### src/logic/csr_map.vh
// Purpose: Constants for the charger status and control register bank
// Assumes: Serial slave sampled on one system clock
// Notes:   Offsets are register pointer values carried in the serial stream
`ifndef CSR_MAP_VH
`define CSR_MAP_VH

// ****************************************************************
// Register pointers
// ****************************************************************
`define CSR_REG_STATUS      8'h00
`define CSR_REG_CONTROL     8'h01
`define CSR_REG_VOLTAGE     8'h02
`define CSR_REG_IDENT       8'h03
`define CSR_REG_CURRENT     8'h04

// ****************************************************************
// Reset values and unmapped read data
// ****************************************************************
`define CSR_CONTROL_RESET   8'h30
`define CSR_VOLTAGE_RESET   8'h0A
`define CSR_CURRENT_RESET   8'h01
`define CSR_STAT_EN_RESET   1'b1
`define CSR_UNMAPPED_DATA   8'hFF

// ****************************************************************
// Field positions
// ****************************************************************
`define CSR_BIT_TIMER_CLEAR 7
`define CSR_BIT_STAT_EN     6
`define CSR_BIT_LIMIT_HI    7
`define CSR_BIT_LIMIT_LO    6
`define CSR_BIT_WEAK_HI     5
`define CSR_BIT_WEAK_LO     4
`define CSR_BIT_FINISH      3
`define CSR_BIT_DISABLE     2
`define CSR_BIT_FLOAT       1
`define CSR_BIT_STEP_UP     0
`define CSR_BIT_CUR_RESET   7

// ****************************************************************
// Serial protocol
// ****************************************************************
`define CSR_SLAVE_ADDR      7'h6B
`define CSR_HS_CODE_TOP     5'h01
`define CSR_BITS_PER_BYTE   4'h8

`endif

### src/logic/csr_charger_regs_pad_check.v
// Purpose: Spare design file, holds no module
// Assumes: Nothing from the register bank
// Notes:   File lists may name it without effect

### src/logic/csr_charger_regs.v
// Purpose: Serial slave and first register bank of a one-cell charger
// Assumes: Bus lines and pins arrive asynchronously, one system clock
// Notes:   Data line is open drain, driven only low
`timescale 1ns/10ps
`include "csr_map.vh"

module csr_charger_regs #(
  parameter [6:0] SLAVE_ADDR   = `CSR_SLAVE_ADDR,
  parameter       HAS_HOST_PIN = 1,
  parameter [7:0] IDENT_VALUE  = 8'h5A, // Arbitrary value
  parameter [1:0] LIMIT_RESET  = 2'h0
) (
  input  wire       clock,
  input  wire       resetn,
  input  wire       scl_i,
  input  wire       sda_i,
  output wire       sda_o,
  output reg        sda_oe,
  input  wire       host_role_pin,
  input  wire       safety_limit_reset_pin,
  input  wire [1:0] charge_phase,
  input  wire       boost_active,
  input  wire [2:0] fault_code,
  output reg        timer_clear_or_host_pin,
  output reg        stat_pin_enable,
  output wire [1:0] input_limit,
  output wire       weak_battery_level_hi,
  output wire       weak_battery_level_lo,
  output wire       finish_on_low_current,
  output wire       charger_disable,
  output wire       input_float_mode,
  output wire       step_up_select,
  output reg  [7:0] voltage_setting,
  output reg  [7:0] current_setting,
  output reg        hs_active
);

  // ****************************************************************
  // States
  // ****************************************************************
  localparam [8:0] ST_IDLE      = 9'h001;
  localparam [8:0] ST_ADDR      = 9'h002;
  localparam [8:0] ST_ADDR_ACK  = 9'h004;
  localparam [8:0] ST_PTR       = 9'h008;
  localparam [8:0] ST_PTR_ACK   = 9'h010;
  localparam [8:0] ST_WDATA     = 9'h020;
  localparam [8:0] ST_WDATA_ACK = 9'h040;
  localparam [8:0] ST_RDATA     = 9'h080;
  localparam [8:0] ST_RDATA_ACK = 9'h100;

  // ****************************************************************
  // Reset values
  // ****************************************************************
  localparam [7:0] CONTROL_RESET = `CSR_CONTROL_RESET;
  localparam [7:0] CONTROL_INIT  = {LIMIT_RESET, CONTROL_RESET[5:0]};

  // ****************************************************************
  // Declarations
  // ****************************************************************
  wire [3:0] pin_level;
  wire       scl;
  wire       sda;
  wire       role_level;
  wire [7:0] read_data;
  wire       scl_rise;
  wire       scl_fall;
  wire       start_seen;
  wire       stop_seen;
  wire       commit;
  wire       byte_done;
  reg        scl_prev;
  reg        sda_prev;
  reg  [8:0] state;
  reg  [3:0] bit_cnt;
  reg  [7:0] shift_in;
  reg  [7:0] shift_out;
  reg  [7:0] pointer;
  reg        read_dir;
  reg  [7:0] control;

  // ****************************************************************
  // Helpers
  // ****************************************************************
  function is_master_code;
    input [7:0] value;
    begin
      is_master_code = (value[7:3] == `CSR_HS_CODE_TOP);
    end
  endfunction

  function [3:0] count_up;
    input [3:0] value;
    begin
      count_up = value + 4'h1;
    end
  endfunction

  function [7:0] shift_bit;
    input [7:0] value;
    input       bit_in;
    begin
      shift_bit = {value[6:0], bit_in};
    end
  endfunction

  function [7:0] load_shift;
    input [7:0] value;
    begin
      load_shift = {value[6:0], 1'b0};
    end
  endfunction

  function is_own_address;
    input [7:0] value;
    begin
      is_own_address = (value[7:1] == SLAVE_ADDR);
    end
  endfunction

  // ****************************************************************
  // Pin synchronisers
  // ****************************************************************
  csr_pin_sync #(
    .WIDTH    (4),
    .INIT_VAL (4'hF)
  ) u_sync (
    .clock  (clock),
    .resetn (resetn),
    .pin_in ({safety_limit_reset_pin, host_role_pin, sda_i, scl_i}),
    .level  (pin_level)
  );

  assign scl        = pin_level[0];
  assign sda        = pin_level[1];
  assign role_level = (HAS_HOST_PIN != 0) ? pin_level[2] : pin_level[3];

  // ****************************************************************
  // Bus events
  // ****************************************************************
  always @(posedge clock or negedge resetn) begin
    if (!resetn) begin
      scl_prev <= 1'b1;
      sda_prev <= 1'b1;
    end else begin
      scl_prev <= scl;
      sda_prev <= sda;
    end
  end

  assign scl_rise   = scl & ~scl_prev;
  assign scl_fall   = ~scl & scl_prev;
  assign start_seen = scl & scl_prev & sda_prev & ~sda;
  assign stop_seen  = scl & scl_prev & ~sda_prev & sda;
  assign byte_done  = scl_fall & (bit_cnt == `CSR_BITS_PER_BYTE);
  assign commit     = (state == ST_WDATA_ACK) & scl_fall & ~start_seen & ~stop_seen;
  assign sda_o      = 1'b0;

  // ****************************************************************
  // Serial engine
  // ****************************************************************
  always @(posedge clock or negedge resetn) begin
    if (!resetn) begin
      state     <= ST_IDLE;
      bit_cnt   <= 4'h0;
      shift_in  <= 8'h00;
      shift_out <= 8'h00;
      pointer   <= 8'h00;
      read_dir  <= 1'b0;
      sda_oe    <= 1'b0;
      hs_active <= 1'b0;
    end else if (start_seen) begin
      state   <= ST_ADDR;
      bit_cnt <= 4'h0;
      sda_oe  <= 1'b0;
    end else if (stop_seen) begin
      state     <= ST_IDLE;
      sda_oe    <= 1'b0;
      hs_active <= 1'b0;
    end else begin
      case (state)
        ST_IDLE: begin
          sda_oe <= 1'b0;
        end
        ST_ADDR: begin
          if (scl_rise) begin
            shift_in <= shift_bit(shift_in, sda);
            bit_cnt  <= count_up(bit_cnt);
          end else if (byte_done) begin
            if (is_master_code(shift_in)) begin
              hs_active <= 1'b1;
              state     <= ST_IDLE;
            end else if (is_own_address(shift_in)) begin
              read_dir <= shift_in[0];
              sda_oe   <= 1'b1;
              state    <= ST_ADDR_ACK;
            end else begin
              state <= ST_IDLE;
            end
          end
        end
        ST_ADDR_ACK: begin
          if (scl_fall) begin
            bit_cnt <= 4'h0;
            if (read_dir) begin
              sda_oe    <= ~read_data[7];
              shift_out <= load_shift(read_data);
              state     <= ST_RDATA;
            end else begin
              sda_oe <= 1'b0;
              state  <= ST_PTR;
            end
          end
        end
        ST_PTR: begin
          if (scl_rise) begin
            shift_in <= shift_bit(shift_in, sda);
            bit_cnt  <= count_up(bit_cnt);
          end else if (byte_done) begin
            pointer <= shift_in;
            sda_oe  <= 1'b1;
            state   <= ST_PTR_ACK;
          end
        end
        ST_PTR_ACK: begin
          if (scl_fall) begin
            sda_oe  <= 1'b0;
            bit_cnt <= 4'h0;
            state   <= ST_WDATA;
          end
        end
        ST_WDATA: begin
          if (scl_rise) begin
            shift_in <= shift_bit(shift_in, sda);
            bit_cnt  <= count_up(bit_cnt);
          end else if (byte_done) begin
            sda_oe <= 1'b1;
            state  <= ST_WDATA_ACK;
          end
        end
        ST_WDATA_ACK: begin
          if (scl_fall) begin
            sda_oe  <= 1'b0;
            bit_cnt <= 4'h0;
            state   <= ST_PTR;
          end
        end
        ST_RDATA: begin
          if (scl_rise) begin
            bit_cnt <= count_up(bit_cnt);
          end else if (byte_done) begin
            sda_oe <= 1'b0;
            state  <= ST_RDATA_ACK;
          end else if (scl_fall) begin
            sda_oe    <= ~shift_out[7];
            shift_out <= load_shift(shift_out);
          end
        end
        ST_RDATA_ACK: begin
          if (scl_rise) begin
            shift_in <= shift_bit(shift_in, sda);
          end else if (scl_fall) begin
            bit_cnt <= 4'h0;
            if (!shift_in[0]) begin
              sda_oe    <= ~read_data[7];
              shift_out <= load_shift(read_data);
              state     <= ST_RDATA;
            end else begin
              state <= ST_IDLE;
            end
          end
        end
        default: begin
          state  <= ST_IDLE;
          sda_oe <= 1'b0;
        end
      endcase
    end
  end

  // ****************************************************************
  // Register bank
  // ****************************************************************
  always @(posedge clock or negedge resetn) begin
    if (!resetn) begin
      timer_clear_or_host_pin <= 1'b0;
      stat_pin_enable         <= `CSR_STAT_EN_RESET;
      control                 <= CONTROL_INIT;
      voltage_setting         <= `CSR_VOLTAGE_RESET;
      current_setting         <= `CSR_CURRENT_RESET;
    end else begin
      timer_clear_or_host_pin <= 1'b0;
      current_setting[`CSR_BIT_CUR_RESET] <= 1'b0;
      if (commit) begin
        case (pointer)
          `CSR_REG_STATUS: begin
            timer_clear_or_host_pin <= shift_in[`CSR_BIT_TIMER_CLEAR];
            stat_pin_enable         <= shift_in[`CSR_BIT_STAT_EN];
          end
          `CSR_REG_CONTROL: begin
            control <= shift_in;
          end
          `CSR_REG_VOLTAGE: begin
            voltage_setting <= shift_in;
          end
          `CSR_REG_CURRENT: begin
            current_setting <= shift_in;
          end
          default: begin
            control <= control;
          end
        endcase
      end
    end
  end

  // ****************************************************************
  // Control fields
  // ****************************************************************
  assign input_limit           = control[`CSR_BIT_LIMIT_HI:`CSR_BIT_LIMIT_LO];
  assign weak_battery_level_hi = control[`CSR_BIT_WEAK_HI];
  assign weak_battery_level_lo = control[`CSR_BIT_WEAK_LO];
  assign finish_on_low_current = control[`CSR_BIT_FINISH];
  assign charger_disable       = control[`CSR_BIT_DISABLE];
  assign input_float_mode      = control[`CSR_BIT_FLOAT];
  assign step_up_select        = control[`CSR_BIT_STEP_UP];

  // ****************************************************************
  // Read path
  // ****************************************************************
  csr_read_mux u_read (
    .pointer      (pointer),
    .role_level   (role_level),
    .stat_en      (stat_pin_enable),
    .charge_phase (charge_phase),
    .boost_active (boost_active),
    .fault_code   (fault_code),
    .control      (control),
    .voltage      (voltage_setting),
    .ident        (IDENT_VALUE),
    .current      (current_setting),
    .read_data    (read_data)
  );

endmodule // csr_charger_regs

### src/logic/csr_pin_sync.v
// Purpose: Three-stage synchroniser with agreement filter
// Assumes: Inputs asynchronous to clock
// Notes:   Level moves only when stages two and three agree
`timescale 1ns/10ps

module csr_pin_sync #(
  parameter                 WIDTH    = 4,
  parameter [WIDTH-1:0]     INIT_VAL = {WIDTH{1'b1}}
) (
  input  wire               clock,
  input  wire               resetn,
  input  wire [WIDTH-1:0]   pin_in,
  output reg  [WIDTH-1:0]   level
);

  reg [WIDTH-1:0] stage1;
  reg [WIDTH-1:0] stage2;
  reg [WIDTH-1:0] stage3;
  integer         i;

  // ****************************************************************
  // Sampling chain
  // ****************************************************************
  always @(posedge clock or negedge resetn) begin
    if (!resetn) begin
      stage1 <= INIT_VAL;
      stage2 <= INIT_VAL;
      stage3 <= INIT_VAL;
      level  <= INIT_VAL;
    end else begin
      stage1 <= pin_in;
      stage2 <= stage1;
      stage3 <= stage2;
      for (i = 0; i < WIDTH; i = i + 1) begin
        if (stage2[i] == stage3[i]) begin
          level[i] <= stage3[i];
        end
      end
    end
  end

endmodule // csr_pin_sync

### src/logic/csr_read_mux.v
// Purpose: Read data selection for the register bank
// Assumes: Pointer from serial engine, fields from register flops and status input pins
// Notes:   Purely combinational
`timescale 1ns/10ps
`include "csr_map.vh"

module csr_read_mux (
  input  wire [7:0] pointer,
  input  wire       role_level,
  input  wire       stat_en,
  input  wire [1:0] charge_phase,
  input  wire       boost_active,
  input  wire [2:0] fault_code,
  input  wire [7:0] control,
  input  wire [7:0] voltage,
  input  wire [7:0] ident,
  input  wire [7:0] current,
  output reg  [7:0] read_data
);

  // ****************************************************************
  // Selection
  // ****************************************************************
  always @* begin
    case (pointer)
      `CSR_REG_STATUS: begin
        read_data = {role_level, stat_en, charge_phase, boost_active, fault_code};
      end
      `CSR_REG_CONTROL: begin
        read_data = control;
      end
      `CSR_REG_VOLTAGE: begin
        read_data = voltage;
      end
      `CSR_REG_IDENT: begin
        read_data = ident;
      end
      `CSR_REG_CURRENT: begin
        read_data = current & 8'h7F;
      end
      default: begin
        read_data = `CSR_UNMAPPED_DATA;
      end
    endcase
  end

endmodule // csr_read_mux

### config.mk
export PLATFORM = sky130hd
export DESIGN_NAME = csr_charger_regs
export DESIGN_NICKNAME = d
export VERILOG_FILES = /design/src/logic/csr_charger_regs_pad_check.v /design/src/logic/csr_charger_regs.v /design/src/logic/csr_pin_sync.v /design/src/logic/csr_read_mux.v
export VERILOG_INCLUDE_DIRS = /design/src /design/src/logic
export SDC_FILE = /design/constraint.sdc
export NUM_CORES = 1
export LEC_CHECK = 0
export ABC_CLOCK_PERIOD_IN_PS = 2510
export BUFFER_PORTS_ARGS = -buffer_cell sky130_fd_sc_hd__buf_2
export CAP_MARGIN = 15
export CORE_UTILIZATION = 45
export DETAILED_ROUTE_END_ITERATION = 12
export GPL_ROUTABILITY_DRIVEN = 0
export PLACE_DENSITY = 0.68
export SLEW_MARGIN = 20
export SYNTH_ARGS = -nofsm -noshare
export SYNTH_HDL_FRONTEND = slang
export SYNTH_SLANG_ARGS = --single-unit
### constraint.sdc
create_clock -name clock -period 2.51 [get_ports clock]
set_input_delay 0.1255 -clock clock [delete_from_list [all_inputs] [get_ports clock]]
set_output_delay 0.1255 -clock clock [all_outputs]
set_load 0.02 [all_outputs]
==> flow_summary.toml <==
[cts]
cts_setup_buffers = 0
cts_htree_levels = 3
numCtsBuffers = 9
clk_latency_ns = 0.35
cts-root-buf = "clkbuf_8"
cts_hold_buf = 4
cts.sinks = 79
cts.repair.resized = 0
clk_pin_slew_ns = 0.09
clockBufferDepth = 2
cts_tree = "yes"

[timing]
fmax_mhz = 426
relSlewSlack = 0.358
final-hold-violation-count = 0
rsz0062_at_grt = "false"
timing.final.crit_share = 0.936
worst_slew_pin_slew_ns = 0.963
finalWorstSetupSlack_ns = 0.161
min_period_ns = 2.35
setup_tns_ns = 0
fin_skew_ns = 0.00997
maxSlewViolCount = 0
setup_viol = 0

[place]
pre_cts_ws_ns = 0.179
dpl.cell_count = 490
port-buffer-count = 38
dp_hpwl_um = 6180

[logic_synthesis]
synth_compound_area_frac = 0.125
ys_seq_area_frac = 0.512
synth_top_family_by_area = "simple AND/OR/NAND/NOR gates"
synthSimpleGateAreaFrac = 0.168
synth_edf_count = 0
ys_seq_elements = 79
synth_common_cells = "dfrtp_1 (58), mux2_2 (43), nand2_1 (30), nor2_1 (26), dfstp_2 (21)"
synth-main-ff-cell = "dfrtp_1"
synthAdderAreaFrac = 0.0141
synthCells = 347
ys_warn_count = 0
synthMuxAreaShare = 0.143
synth_xor_area_frac = 0.00448
avgSynthCellArea_um2 = 11.3
async_flop_share = 1.00
yosysTopAreaCell = "dfrtp_1"
synth.distinct_cells = 67
synth_top_cell_area_share = 0.371
synth_area_um2 = 3910
syn-num-nets = 361
synth.area.top_cells = "dfrtp_1 (37%), dfstp_2 (14%), mux2_2 (12%)"
synth.most_common_cell = "dfrtp_1"

[worst_setup_path]
cp.arrival_ns = 2.59
critical_path_class = "reg2reg"
reg2reg_depth = 6
crit_chain = "or3_4 > or4b_4 > a311o_2 > o211a_1 > o21ai_0 > o41ai_1"
worstPathRequired_ns = 2.75
slowest_stage = "or4b_4"
timing.rr.start = "state[1]$_DFFE_PN0P_"
rrSetupSlack_ns = 0.16
end_kind = "register"
max_stage_delay_ns = 0.51
critPathLaunch = "state[1]$_DFFE_PN0P_"
cp_max_fo = 6
startpoint_type = "register"

[grt]
grt_max_degree = 80
grt_pass1_vias = 2787
grt_antenna_before_repair = 0
grt_pass1_wl_um = 14100
grt_util_all_layers = 0.207
overflow = 0

[final_layout]
stdcell_count = 510
multi_input_area_um2 = 1790
drive_gt1_frac = 0.368
nNetsFinal = 414
seqCellArea_um2 = 2000
num-fill-cells = 705
fin_util = 0.544
n_antenna_cell = 0
area_growth_pct = 15.4

[pwr]
p_switching_mw = 0.622
seq_power_share = 0.517
p_int_mw = 1.96
p_leak_nw = 2.10
switching_share = 0.241
p_comb_frac = 0.076
power.density_nw_per_um2 = 572
peakVddDrop_v = 0.000343
clockPowerShare = 0.407

[routing]
firstDrtPassIters = 4
wire_per_inst_um = 16.8
vias = 2908
postRouteAntennaNets = 0
drt_iter0_drc = 171
drc = 0
routed_wl_um = 8560
viasPerCell = 5.70

[die]
io_pins = 41
row_count = 33
start_util = 0.472
die-area_um2 = 9070
die_x_um = 95.3
die_h_um = 95.3
core-area_um2 = 8300

[worst_hold_path]
min_path_type = "in2reg"
hold_start = "boost_active"
min_delay_path_depth = 4

[flow_run]
drv_cap = 0

[status]
status = "completed"
==> cells in the final DEF, fill, tap and decap left out, drive strengths merged, types with 3 or more instances in the layout <==
cell type | Yosys | layout
and3 | 6 | 6
o21ai | 20 | 20
a221o | 4 | 4
nand3 | 7 | 7
nand2b | 3 | 3
nand4 | 7 | 7
clkbuf | 3 | 10
nor2 | 26 | 26
a22oi | 4 | 4
nor3 | 8 | 8
nor2b | 8 | 8
and2 | 3 | 3
nand2 | 31 | 31
a21oi | 10 | 10
maj3 | 3 | 3
o211ai | 3 | 3
nor4b | 3 | 3
o21a | 4 | 4
dfstp | 21 | 21
dlygate4sd3 | 0 | 4
mux2 | 46 | 46
a31oi | 4 | 4
buf | 9 | 50
inv | 14 | 16
mux2i | 3 | 3
o22a | 4 | 4
or3 | 3 | 3
nor4 | 5 | 5
dfrtp | 58 | 58
==> layout make-up <==
| cell class | instances | share of cell area |
|---|---|---|
| Sequential cell | 79 | 0.444 |
| Multi-Input combinational cell | 242 | 0.395 |
| Timing Repair Buffer | 54 | 0.0715 |
| Tap cell | 105 | 0.0291 |
| Clock buffer | 10 | 0.0283 |
| Clock inverter | 6 | 0.0205 |
| Inverter | 14 | 0.0116 |
==> layer usage <==
metal / up-vias / wire (um) / part of all wire / GRT usage
li1: 1370 / - / - / -
met1: 1447 / 3940 / 0.46 / 0.285
met2: 76 / 4070 / 0.48 / 0.324
met3: 15 / 405 / 0.047 / 0.0399
met4: 0 / 148 / 0.017 / 0.0758
met5: - / 0 / 0 / 0
==> kinds of logic (layout without fill, tap and decap cells) <==
group | after synthesis | after routing
adder cells (fa/ha/maj) | 5 | 5
multiplexers | 49 | 49
XOR/XNOR | 2 | 2
AND/OR/NAND/NOR | 118 | 118
flip-flops | 79 | 79
buffers and inverters | 26 | 84
other | 1 | 1
AO/OA/AOI/OAI | 67 | 67
==> power groups by stage <==
| stage | logic (mW) | registers, mW | clock network [mW] |
|---|---|---|---|
| 3_5_place_dp | 0.192 | 1.36 | 0 |
| 5_1_grt | 0.219 | 1.34 | 1.14 |
| 6_report | 0.196 | 1.33 | 1.05 |
| 3_3_place_gp | 0.188 | 1.36 | 0 |
| 4_1_cts | 0.198 | 1.33 | 1.08 |
| 2_1_floorplan | 0.136 | 1.35 | 0 |
==> metrics by stage <==
step | hold WS, ns | power, mW | instance area (um2)
2_1_floorplan | -0.170 | 1.48 | 3910
3_3_place_gp | 0.230 | 1.55 | 4260
3_5_place_dp | 0.232 | 1.55 | 4260
4_1_cts | 0.311 | 2.61 | 4520
5_1_grt | 0.330 | 2.69 | 4520
6_report | 0.339 | 2.58 | 4520
==> flip-flops by register name (all words and copies together), names as in the netlist, 4 cells and up <==
register	flops
control	8
shift_in	8
current_setting	8
shift_out	7
state	9
bit_cnt	4
pointer	8
voltage_setting	8
==> critical path, delay by kind of cell (launching register included) <==
| family | cells | cell delay, ns |
|---|---|---|
| AO/OA/AOI/OAI | 4 | 0.89 |
| AND/OR/NAND/NOR | 2 | 0.94 |
| flip-flops | 1 | 0.42 |
==> worst paths after layout <==
kind                                              endpoint
worst min-delay path              shift_out[4]$_DFFE_PN0P_
worst min register to register  u_sync.stage2[0]$_DFF_PN1_
worst max-delay path                bit_cnt[3]$_DFFE_PN0P_
min in group asynchronous           bit_cnt[2]$_DFFE_PN0P_
worst max register to register      bit_cnt[3]$_DFFE_PN0P_
max in group asynchronous         shift_out[3]$_DFFE_PN0P_
(Power assumes the default switching activity.)
